===== config.mk =====
export PLATFORM = sky130hd
export DESIGN_NAME = prhg_top
export DESIGN_NICKNAME = d
export VERILOG_FILES = /design/src/common/prhg_pkg.sv /design/src/prhg_top.sv /design/src/prhg_online_test.sv
export VERILOG_INCLUDE_DIRS = /design/src /design/src/common
export SDC_FILE = /design/constraint.sdc
export NUM_CORES = 1
export LEC_CHECK = 0
export BUFFER_PORTS_ARGS = -buffer_cell sky130_fd_sc_hd__buf_4
export CORE_UTILIZATION = 30
export CTS_BUF_LIST = sky130_fd_sc_hd__clkbuf_4 sky130_fd_sc_hd__clkbuf_8
export DETAILED_ROUTE_END_ITERATION = 16
export SLEW_MARGIN = 20
export SYNTH_ARGS = -nofsm -noshare
export SYNTH_HDL_FRONTEND = slang
export SYNTH_SLANG_ARGS = --single-unit

===== constraint.sdc =====
create_clock -name mclk -period 6.5 [get_ports mclk]
set_clock_uncertainty 0.2 [all_clocks]
set_input_delay 1.625 -clock mclk [delete_from_list [all_inputs] [get_ports mclk]]
set_output_delay 1.625 -clock mclk [all_outputs]
set_load 0.01 [all_outputs]

===== src/common/prhg_cfg.svh =====
// Timing and threshold constants for the random health gate
`ifndef PRHG_CFG_SVH
`define PRHG_CFG_SVH
`define PRHG_DEAD_RUN 8'h20
`define PRHG_WIN_BITS 12'h100
`define PRHG_BAL_LO 12'h060
`define PRHG_BAL_HI 12'h0A0
`define PRHG_STARTUP_WINS 4'h4
`define PRHG_DEAD_RUN_RST 8'h00
`endif


===== src/common/prhg_pkg.sv =====
// Types shared by the random health gate
package prhg_pkg;
   typedef enum logic [1:0]
   {
      PRHG_ST_STARTUP = 2'b00,
      PRHG_ST_RUN = 2'b01,
      PRHG_ST_HALT = 2'b11
   } prhg_state_type;
endpackage


===== src/prhg_top.sv =====
// Output gate and health monitor for a physical random generator
// Overview of operation
// - Total-failure check runs on raw bits from the moment of start-up.
// - After total failure is seen, no random word is ever delivered.
// - Words holding bits gathered after a failure are discarded.
// - Online test checks raw bits at start-up and during operation.
// - No output until start-up test passes, nor after a defect.
// - Online test runs continuously on every raw bit.
// - Online test flags weaknesses within one test window.
// - Words are delivered as 8 or 16 bits, chosen by a width input.
// - Raw bits are passed unaltered; quality rests on the source.
// - Entropy per bit above 0.997 is a property of the source.
`include "prhg_cfg.svh"
module prhg_top
(
   input wire logic mclk,
   input wire logic arst_n,
   input wire logic raw_bit,
   input wire logic raw_vld,
   input wire logic wide_sel,
   input wire logic word_take,
   output logic [15:0] rnd_word,
   output logic rnd_valid,
   output prhg_pkg::prhg_state_type gate_state,
   output logic fail_flag,
   output logic defect_flag
);
   import prhg_pkg::*;
   prhg_state_type state_q;
   prhg_state_type state_d;
   logic bit_s1_q;
   logic bit_s2_q;
   logic vld_s1_q;
   logic vld_s2_q;
   logic vld_s3_q;
   logic bit_vld;
   logic dead;
   logic win_done;
   logic win_bad;
   logic [3:0] good_wins_q;
   logic [15:0] shift_q;
   logic [4:0] fill_q;
   logic [4:0] fill_need;
   logic word_full;
   logic fail_q;
   logic defect_q;
   logic taken;
   logic gate_open;
   // Two-flop capture of the pin inputs; raw_vld edge gives one pulse
   always_ff @(posedge mclk or negedge arst_n)
   begin
      if (!arst_n)
      begin
         bit_s1_q <= 1'b0;
         bit_s2_q <= 1'b0;
         vld_s1_q <= 1'b0;
         vld_s2_q <= 1'b0;
         vld_s3_q <= 1'b0;
      end
      else
      begin
         bit_s1_q <= raw_bit;
         bit_s2_q <= bit_s1_q;
         vld_s1_q <= raw_vld;
         vld_s2_q <= vld_s1_q;
         vld_s3_q <= vld_s2_q;
      end
   end
   assign bit_vld = vld_s2_q && !vld_s3_q;
   // Health tests see every raw bit, never only on request
   prhg_online_test u_test
   (
      .mclk(mclk),
      .arst_n(arst_n),
      .bit_vld(bit_vld),
      .bit_val(bit_s2_q),
      .dead(dead),
      .win_done(win_done),
      .win_bad(win_bad)
   );
   // Sticky flags; nothing clears them short of reset
   always_ff @(posedge mclk or negedge arst_n)
   begin
      if (!arst_n)
      begin
         fail_q <= 1'b0;
         defect_q <= 1'b0;
      end
      else
      begin
         if (dead)
            fail_q <= 1'b1;
         if (win_bad)
            defect_q <= 1'b1;
      end
   end
   // Count passing windows during start-up
   always_ff @(posedge mclk or negedge arst_n)
   begin
      if (!arst_n)
         good_wins_q <= 4'h0;
      else if (state_q == PRHG_ST_STARTUP && win_done && !win_bad)
         good_wins_q <= good_wins_q + 4'h1;
   end
   // Gate state; halt is final until reset
   always_comb
   begin
      state_d = state_q;
      unique case (state_q)
         PRHG_ST_STARTUP:
         begin
            if (dead || win_bad || fail_q || defect_q)
               state_d = PRHG_ST_HALT;
            else if (good_wins_q == `PRHG_STARTUP_WINS)
               state_d = PRHG_ST_RUN;
         end
         PRHG_ST_RUN:
         begin
            if (dead || win_bad)
               state_d = PRHG_ST_HALT;
         end
         PRHG_ST_HALT:
            state_d = PRHG_ST_HALT;
      endcase
   end
   always_ff @(posedge mclk or negedge arst_n)
   begin
      if (!arst_n)
         state_q <= PRHG_ST_STARTUP;
      else
         state_q <= state_d;
   end
   // Word assembly; width chosen per word by the select input
   assign fill_need = wide_sel ? 5'h10 : 5'h08;
   assign word_full = (fill_q >= fill_need);
   assign gate_open = (state_q == PRHG_ST_RUN) && !dead && !win_bad;
   assign taken = rnd_valid && word_take;
   // Dead run also purges partial words: their late bits are suspect
   // Start-up bits feed only the tests, so no stale word greets run
   always_ff @(posedge mclk or negedge arst_n)
   begin
      if (!arst_n)
      begin
         shift_q <= 16'h0000;
         fill_q <= 5'h00;
      end
      else if (dead || state_q != PRHG_ST_RUN)
      begin
         shift_q <= 16'h0000;
         fill_q <= 5'h00;
      end
      else if (taken)
         fill_q <= 5'h00;
      else if (bit_vld && !word_full)
      begin
         shift_q <= {shift_q[14:0], bit_s2_q};
         fill_q <= fill_q + 5'h01;
      end
   end
   // Registered output; valid drops at once when the gate closes
   always_ff @(posedge mclk or negedge arst_n)
   begin
      if (!arst_n)
      begin
         rnd_word <= 16'h0000;
         rnd_valid <= 1'b0;
         gate_state <= PRHG_ST_STARTUP;
         fail_flag <= 1'b0;
         defect_flag <= 1'b0;
      end
      else
      begin
         rnd_valid <= gate_open && word_full && !taken;
         rnd_word <= (gate_open && word_full)
            ? (wide_sel ? shift_q : {8'h00, shift_q[7:0]})
            : 16'h0000;
         gate_state <= state_d;
         fail_flag <= fail_q || dead;
         defect_flag <= defect_q || win_bad;
      end
   end
endmodule


===== src/prhg_online_test.sv =====
// Windowed balance and run-length test on the raw bit stream
`include "prhg_cfg.svh"
module prhg_online_test
(
   input wire logic mclk,
   input wire logic arst_n,
   input wire logic bit_vld,
   input wire logic bit_val,
   output logic dead,
   output logic win_done,
   output logic win_bad
);
   import prhg_pkg::*;
   logic [7:0] run_q;
   logic [7:0] run_d;
   logic [11:0] cnt_q;
   logic [11:0] ones_q;
   logic prev_q;
   logic last_bit;
   logic [11:0] ones_fin;
   // Run length counts the current bit itself, so 32 equal bits read 32
   assign run_d = (bit_val == prev_q) ? run_q + 8'h01 : 8'h01;
   assign last_bit = bit_vld && (cnt_q == `PRHG_WIN_BITS - 12'h001);
   assign ones_fin = ones_q + {11'h000, bit_val};
   assign dead = (run_q >= `PRHG_DEAD_RUN);
   // Run counter saturates so a stuck source stays flagged
   always_ff @(posedge mclk or negedge arst_n)
   begin
      if (!arst_n)
      begin
         run_q <= `PRHG_DEAD_RUN_RST;
         prev_q <= 1'b0;
      end
      else if (bit_vld)
      begin
         prev_q <= bit_val;
         if (!dead)
            run_q <= run_d;
      end
   end
   // Window accumulation, verdict pulsed on the last bit
   always_ff @(posedge mclk or negedge arst_n)
   begin
      if (!arst_n)
      begin
         cnt_q <= 12'h000;
         ones_q <= 12'h000;
         win_done <= 1'b0;
         win_bad <= 1'b0;
      end
      else
      begin
         win_done <= last_bit;
         win_bad <= last_bit &&
            ((ones_fin < `PRHG_BAL_LO) || (ones_fin > `PRHG_BAL_HI));
         if (last_bit)
         begin
            cnt_q <= 12'h000;
            ones_q <= 12'h000;
         end
         else if (bit_vld)
         begin
            cnt_q <= cnt_q + 12'h001;
            ones_q <= ones_fin;
         end
      end
   end
endmodule


Word-level counts from Yosys, hierarchy flattened

Cells that the tools add are included.

Output and inout bits: 21
Logic and storage cells: 88
Input bits: 6
Bits in registers: 88

Add/sub/neg operators: 5
Bitwise logic cells: 1
Order comparisons: 4
Muxes and demuxes: 18
Reduce and logical (&&, ||, !) cells: 30
Equal/unequal tests: 9

Operators by type and width:

| cell                                                 | number |
|---|---|
| 2-to-1 mux 16 bit                                    | 5 |
| 2-to-1 mux 12 bit                                    | 4 |
| 2-to-1 mux 5 bit                                     | 4 |
| adder 12 x 1 -> 12 bit                               | 1 |
| adder 12 x 1 -> 12 bit, second input constant        | 1 |
| equality test 12 x 8 -> 1 bit, second input constant | 1 |
| > comparator 12 x 8 -> 1 bit, second input constant  | 1 |
| < comparator 12 x 7 -> 1 bit, second input constant  | 1 |
| logical AND 1 bit                                    | 11 |
| adder 8 x 1 -> 8 bit, second input constant          | 1 |
| >= comparator 8 x 6 -> 1 bit, second input constant  | 1 |
| 2-to-1 mux 8 bit                                     | 1 |
| logical OR 1 bit                                     | 7 |
| 2-to-1 mux 2 bit                                     | 3 |
| one-hot mux 2 bit (3 select lines)                   | 1 |
| AND reduction 2 bit                                  | 3 |
| adder 5 x 1 -> 5 bit, second input constant          | 1 |
| >= comparator 5 bit                                  | 1 |
| logical NOT 1 bit                                    | 5 |
| adder 4 x 1 -> 4 bit, second input constant          | 1 |
| equality test 4 x 3 -> 1 bit, second input constant  | 1 |
| != test 2 x 1 -> 1 bit, second input constant        | 2 |
| nonzero test 2 bit                                   | 2 |
| != test 3 x 1 -> 1 bit, second input constant        | 1 |
| 7 further kinds                                      | 7 |

Logic depth before layout (Yosys ltp)

Gate-level depths: netlist of run 1.

Word-level depth: 7
Mapped depth: 9
Depth with buffers taken out: 8

Cells and area by module

Synthesis of run 1 repeated with hierarchy kept, for this count alone.

Cell total of the unflattened synthesis: 349
Area, all modules: 3,937.5 µm²

Modules (own cells, without submodules):

| module           | area each (µm²) | cells each | sequential area each (µm²) | times used |
|---|---|---|---|---|
| prhg_top         | 2,052.0         | 150        | 1,326.3                    | 1 |
| prhg_online_test | 1,885.6         | 199        | 875.8                      | 1 |

Worst setup path before layout of run 1

Ideal clock, no wire load.

Path type: input -> register
From: input wide_sel
To: register shift_q[10]
Stages on the path: 8
Arrival time: 3.019 ns
Path buffers: 1
Library setup time: 0.121 ns
Slack: 3.160 ns
Path through: inv_1 > ha_1 > nand2_1 > o21ai_2 > a211oi_4 > a21oi_2 > buf_6 > a22o_1

Word-level cells in the longest chain between the ends: 6

RTL lines:

| what                                 | line            | source |
|---|---|---|
| start, declared                      | prhg_top.sv:20  | `input wire logic wide_sel,` |
| 2-to-1 mux 5 bit                     | prhg_top.sv:134 | `assign fill_need = wide_sel ? 5'h10 : 5'h08;` |
| >= comparator 5 bit                  | prhg_top.sv:135 | `assign word_full = (fill_q >= fill_need);` |
| logical NOT 1 bit                    | prhg_top.sv:154 | `else if (bit_vld && !word_full)` |
| logical AND 1 bit                    | prhg_top.sv:154 |  |
| nonzero test 2 bit (no source line)  | --              |  |
| AND reduction 2 bit (no source line) | --              |  |
| end signal, assigned                 | prhg_top.sv:156 | `shift_q <= {shift_q[14:0], bit_s2_q};` |
| end, declared                        | prhg_top.sv:41  | `logic [15:0] shift_q;` |

Every way passes these cells.
A chain may end at the register's enable or synchronous reset.

Final worst setup path of run 1

From: input wide_sel
To: register shift_q[2]

Same word-level chain as after synthesis.

==> results of run 1 <==
==> cells in the final DEF, fill, tap and decap left out, types with 2 or more instances in the layout <==
cell,count
or3_1,2
nand3_1,6
a22o_2,5
nor2_1,21
a22o_1,11
o22ai_1,2
o31ai_1,7
ha_1,11
inv_1,11
buf_4,26
xnor2_1,12
nand2b_1,6
clkinv_4,2
nor2b_1,4
dfrtp_1,88
clkinvlp_4,2
a21oi_1,7
nor2_2,2
o21ai_1,2
xor2_1,8
nand2_1,38
clkbuf_8,9
and3_1,12
nand4_1,11
or2_2,2
o21ai_0,28
and2_1,10
==> per-layer routing <==
| layer | GRT usage [%] | part of all wire [%] | vias up |
|---|---|---|---|
| met5 | 0 | 0 | - |
| met4 | 5.02 | 1.7 | 0 |
| met3 | 3.60 | 4.2 | 11 |
| met2 | 16.8 | 45 | 49 |
| met1 | 14.7 | 49 | 1197 |
| li1 | - | - | 1238 |
==> through the flow <==
stage,util [%],total power [µW]
2_1_floorplan,-,702
3_3_place_gp,34.0,734
3_5_place_dp,34.0,738
4_1_cts,35.6,1090
5_1_grt,35.6,1140
6_report,35.6,1070
==> where the power goes <==
group | internal [µW] | switching (µW) | leakage, µW | total, µW
Combinational | 43.2 | 64.6 | 0.000723 | 108
Sequential | 581 | 37.7 | 0.00120 | 619
Clock | 148 | 199 | 0.0000884 | 348
==> worst max-delay path: cells and delay by family <==
family          cells  cell delay [ns]
compound gates      4             1.16
fa+ha+maj           1             0.29
buf+inv             2             0.18
simple gates        1             0.07
==> kinds of logic after synthesis <==
logic type / share of synthesized area (%)
and+or+nand+nor: 17.5
DFF: 58.1
AOI/OAI and AO/OA: 13.0
xor gates and xnor gates: 4.62
buffers and inverters: 2.81
muxes: 0.264
adders and majority gates: 3.63
==> flip-flops by register name, summed over array words and instances, names as in the netlist <==
signal,count
u_test.cnt_q,12
defect_flag,1
good_wins_q,4
rnd_word,16
bit_s1_q,1
shift_q,16
u_test.win_done,1
u_test.run_q,8
fail_q,1
bit_s2_q,1
gate_state,2
rnd_valid,1
vld_s1_q,1
vld_s2_q,1
u_test.prev_q,1
defect_q,1
fill_q,5
fail_flag,1
vld_s3_q,1
u_test.ones_q,12
u_test.win_bad,1
==> area by class of cell <==
class	count	area share, %
Clock buffer	10	3.04
Clock inverter	6	1.21
Inverter	12	1.04
Multi-Input combinational cell	229	34.2
Sequential cell	88	50.9
Tap cell	168	4.86
Timing Repair Buffer	27	4.77
==> worst min-delay path by stage <==
stage	endpoint	cells past startpoint	slack (ns)
after global placement	vld_s2_q	0	0.13
after global routing	bit_s2_q	0	0.18
after CTS	vld_s2_q	0	0.16
final	vld_s2_q	0	0.16
after floorplan	bit_s2_q	0	0.13
after detailed placement	vld_s2_q	0	0.14
==> flow_summary.toml, run 1 <==
[placement]
dp_slack_ns = 2.84
place.gp.congestion = 0.762
placedCellCount = 524
post-dp-hpwl_um = 4290
placed_area_um2 = 4140
portBuffers = 26

[synth]
async_reset_ff_share_pct = 100
synthTopCellsByCount = "dfrtp_1, nand2_1, o21ai_0"
synth_top_area_share_pct = 58.1
synth_seq_cells = 88
synth_largest_area_cell = "dfrtp_1"
synthesis.area_um2 = 3790
synth_edf_count = 0
synth_warnings = 0
avgSynthCellArea_um2 = 11.2
syn_inst = 339
synth_seq_area_share_pct = 58.1
netlist-cell-type-count = 50
ys_dominant_reg_cell = "dfrtp_1"
synth.top_cells.by_area = "dfrtp_1, nand2_1, o21ai_0"
synth_most_common_cell = "dfrtp_1"
syn_nets = 356

[pwr]
p_leak_uw = 0.00201
power_density_nw_per_um2 = 248
vdd_drop_max_v = 0.0000961

[worst_hold_path]
min_from = "vld_s1_q"
hold_class = "flop to flop"

[route]
drt-initial-drc-count = 151
viasPerCell = 4.62
num_vias = 2495
wl_um = 6510
ant_nets = 0
dr.pass1.iters = 4
drc = 0
avgRoutedWirePerCell_um = 12.1

[final_layout]
multi_input_area_um2 = 1480
fin_cells = 540
layout-drive-gt1-share_pct = 16.4
finalInstanceArea_um2 = 4330
area_delta_synth_final_pct = 14.2
seqCellArea_um2 = 2200
fillers = 1209
layout.nets = 384
num_antenna_cells = 0

[critical_path]
slowest_delay_ns = 0.47
slowest_stage = "a211oi_4"
r2r_slack_ns = 4.13
critPathKind = "input pin to flop"
crit_path_end = "shift_q[2]"
arrival_ns = 3.33
path_cells = "buf_4 -> inv_1 -> ha_1 -> nand2_1 -> o21ai_2 -> a211oi_4 -> a21oi_2 -> a22o_2"
endpoint_kind = "flop"
crit_path_start = "wide_sel"
r2r-end = "u_test.ones_q[5]"
reg2reg_depth = 5
crit_fanout = 15
start_kind = "input pin"
crit_required_ns = 6.55
r2r-start = "vld_s3_q"

[floorplan]
die_h_um = 114
pin_count = 27
fp-row-count = 40
die-area_um2 = 13100
fp.coreArea_um2 = 12200
dieWidth_um = 114
initial_core_util_pct = 31.2

[timing]
period_minus_slack_ns = 3.28
worst_pin_slew_ns = 0.893
slew_violations = 0
fin_ws_ns = 3.22
fmax_ghz = 0.305
hold_viol = 0
setup_violations = 0
setup_tns_ns = 0
slew_headroom_pct = 39.6
min_period_over_period_pct = 50.5
rsz0062_at_grt = "false"
hold_ws_ns = 0.156

[grt]
antenna_found_initial = 0
grt_pass1_vias = 2381
grt_use_total_pct = 11.2
grt_overflow = 0
grt_max_degree = 89
grt_pass1_wl_um = 11500

[clock_tree]
cts_hold_buffers = 0
clkSinkCount = 88
cts_tree = "built"
cts_resized = 0
cts_buffers = 9
clock_path_buffers = 2
htree_levels = 3
clk_latency_ns = 0.36
clock-root-buffer = "clkbuf_8"
cts_setup_buffers = 0
clk_pin_slew_worst_paths_ns = 0.09

[status]
outcome = "finished clean"

[run]
max_cap_violations = 0
No activity file was read; power rests on OpenSTA's default activity.
==> inputs of run 2 (changes only) <==
clock period = 3.4 ns   (was 6.5 ns; I/O delays follow)
==> run 2 against run 1 <==
  * Cell area rose by 1.5%
  * Non-clock buffer count rose by 3
  * Critical path depth did not move
  * Clock-buffer cell count fell by 1
  * Sequential share of layout area fell by 0.75 points
  * Utilization rose by 0.53 points
  * Die area did not move
  * Hold slack got worse by 0.0025 ns
==> flow_summary.toml, run 2 (synthesis gave the netlist of run 1 again) <==
[status]
outcome = "finished clean"

[critical_path]
critPathKind = "input pin to flop"
cp.depth = 8
path_cells = "buf_4 -> inv_1 -> ha_1 -> nand2_1 -> o21ai_2 -> a211oi_4 -> a21oi_2 -> a22o_2"
start_kind = "input pin"
slowest_delay_ns = 0.47
worst-path-buf-inv = 2
slowest_stage = "a211oi_4"
endpoint_kind = "flop"
r2r_slack_ns = 1.06
reg2reg_depth = 7
crit_fanout = 15
crit_path_start = "wide_sel"
crit_required_ns = 3.45
crit_path_end = "shift_q[2]"
critPathTopFamily = "compound AO/OA/AOI/OAI gates"
arrival_ns = 2.55
r2r-end = "u_test.ones_q[3]"
r2r-start = "vld_s3_q"

[floorplan]
die-area_um2 = 13100
initial_core_util_pct = 31.2
die_h_um = 114
pin_count = 27
fp.coreArea_um2 = 12200
fp-row-count = 40
dieWidth_um = 114

[timing]
period_minus_slack_ns = 2.50
hold_viol = 0
setup_violations = 0
rsz0062_at_grt = "false"
worst_pin_slew_ns = 0.844
fmax_ghz = 0.400
min_period_over_period_pct = 73.4
slew_violations = 0
slew_headroom_pct = 42.9
setup_tns_ns = 0

[route]
num_vias = 2531
viasPerCell = 4.67
drc = 0
dr.pass1.iters = 4
drt-initial-drc-count = 124
avgRoutedWirePerCell_um = 12.0
ant_nets = 0
wl_um = 6500

[clock_tree]
cts_resized = 0
cts_tree = "built"
cts_buffers = 9
clock-root-buffer = "clkbuf_8"
cts_hold_buffers = 0
clk_pin_slew_worst_paths_ns = 0.08
clock_path_buffers = 2
clk_latency_ns = 0.36
clkSinkCount = 88
htree_levels = 3
cts_setup_buffers = 0

[placement]
post-dp-hpwl_um = 4430
place.gp.congestion = 0.773
portBuffers = 26
placed_area_um2 = 4180

[final_layout]
layout_common_cells = "dfrtp_1, nand2_1, buf_4, o21ai_0, nor2_1"
finalInstanceArea_um2 = 4390
area_delta_synth_final_pct = 16.0
layout.nets = 387
mostFrequentLayoutCell = "dfrtp_1"
layout-drive-gt1-share_pct = 16.8
reg_top3 = "rnd_word x16, shift_q x16"
num_antenna_cells = 0

[grt]
antenna_found_initial = 0
grt_pass1_vias = 2410
grt_overflow = 0
grt_pass1_wl_um = 11300
grt_max_degree = 89
grt_use_total_pct = 10.9

[worst_hold_path]
hold_class = "flop to flop"

[run]
max_cap_violations = 0

[pwr]
vdd_drop_max_v = 0.000213
power_density_nw_per_um2 = 497
p_leak_uw = 0.00205
## run 2: power by group
group	total, µW	switching (µW)	internal (µW)
logic	210	124	85.8
registers	1180	73.0	1110
clock network	790	375	415
total	2180	573	1610
## run 2: worst reg2reg max path: cells and delay by family, from the launching register on
family | cells | cell delay (ns)
buffers and inverters | 1 | 0.26
DFF | 1 | 0.39
AOI/OAI and AO/OA | 2 | 0.23
and+or+nand+nor | 4 | 1.14
## run 2: final cells by class
| class | instances | area (µm²) |
|---|---|---|
| repair buffers | 30 | 238 |
| flip-flops and latches | 88 | 2200 |
| multi-input cells | 229 | 1480 |
| fillers | 1215 | 7770 |
| clock buffers | 9 | 124 |
| inverters | 12 | 45.0 |
| clock inverters | 6 | 93.8 |
| well taps | 168 | 210 |
## run 2: how the worst min path moves through the flow
| stage | start | endpoint | depth (start not counted) |
|---|---|---|---|
| 3_3_place_gp | vld_s1_q | vld_s2_q | 0 |
| 3_5_place_dp | vld_s1_q | vld_s2_q | 0 |
| 4_1_cts | vld_s1_q | vld_s2_q | 0 |
| 5_1_grt | bit_s1_q | bit_s2_q | 0 |
| 2_1_floorplan | bit_s1_q | bit_s2_q | 0 |
| 6_report | vld_s1_q | vld_s2_q | 0 |
## run 2: through the flow
stage / hold slack, ns / power, µW / std cells / utilization (%) / setup slack (ns)
final: 0.153 / 2180 / 542 / 36.1 / 0.903
after floorplan: 0.131 / 1340 / 339 / - / 0.835
after global placement: 0.135 / 1410 / 527 / 34.3 / 0.571
after detailed placement: 0.136 / 1420 / 527 / 34.3 / 0.519
after global routing: 0.173 / 2290 / 542 / 36.1 / 0.763
after CTS: 0.157 / 2220 / 542 / 36.1 / 0.906
## run 2: layer usage
layer	GRT usage [%]	routed length [µm]	up-vias	part of all wire, %
met2	16.8	2940	43	45
met5	0	0	-	0
li1	-	-	1245	-
met4	3.98	63	0	0.97
met1	14.5	3240	1235	50
met3	3.18	259	8	4.0
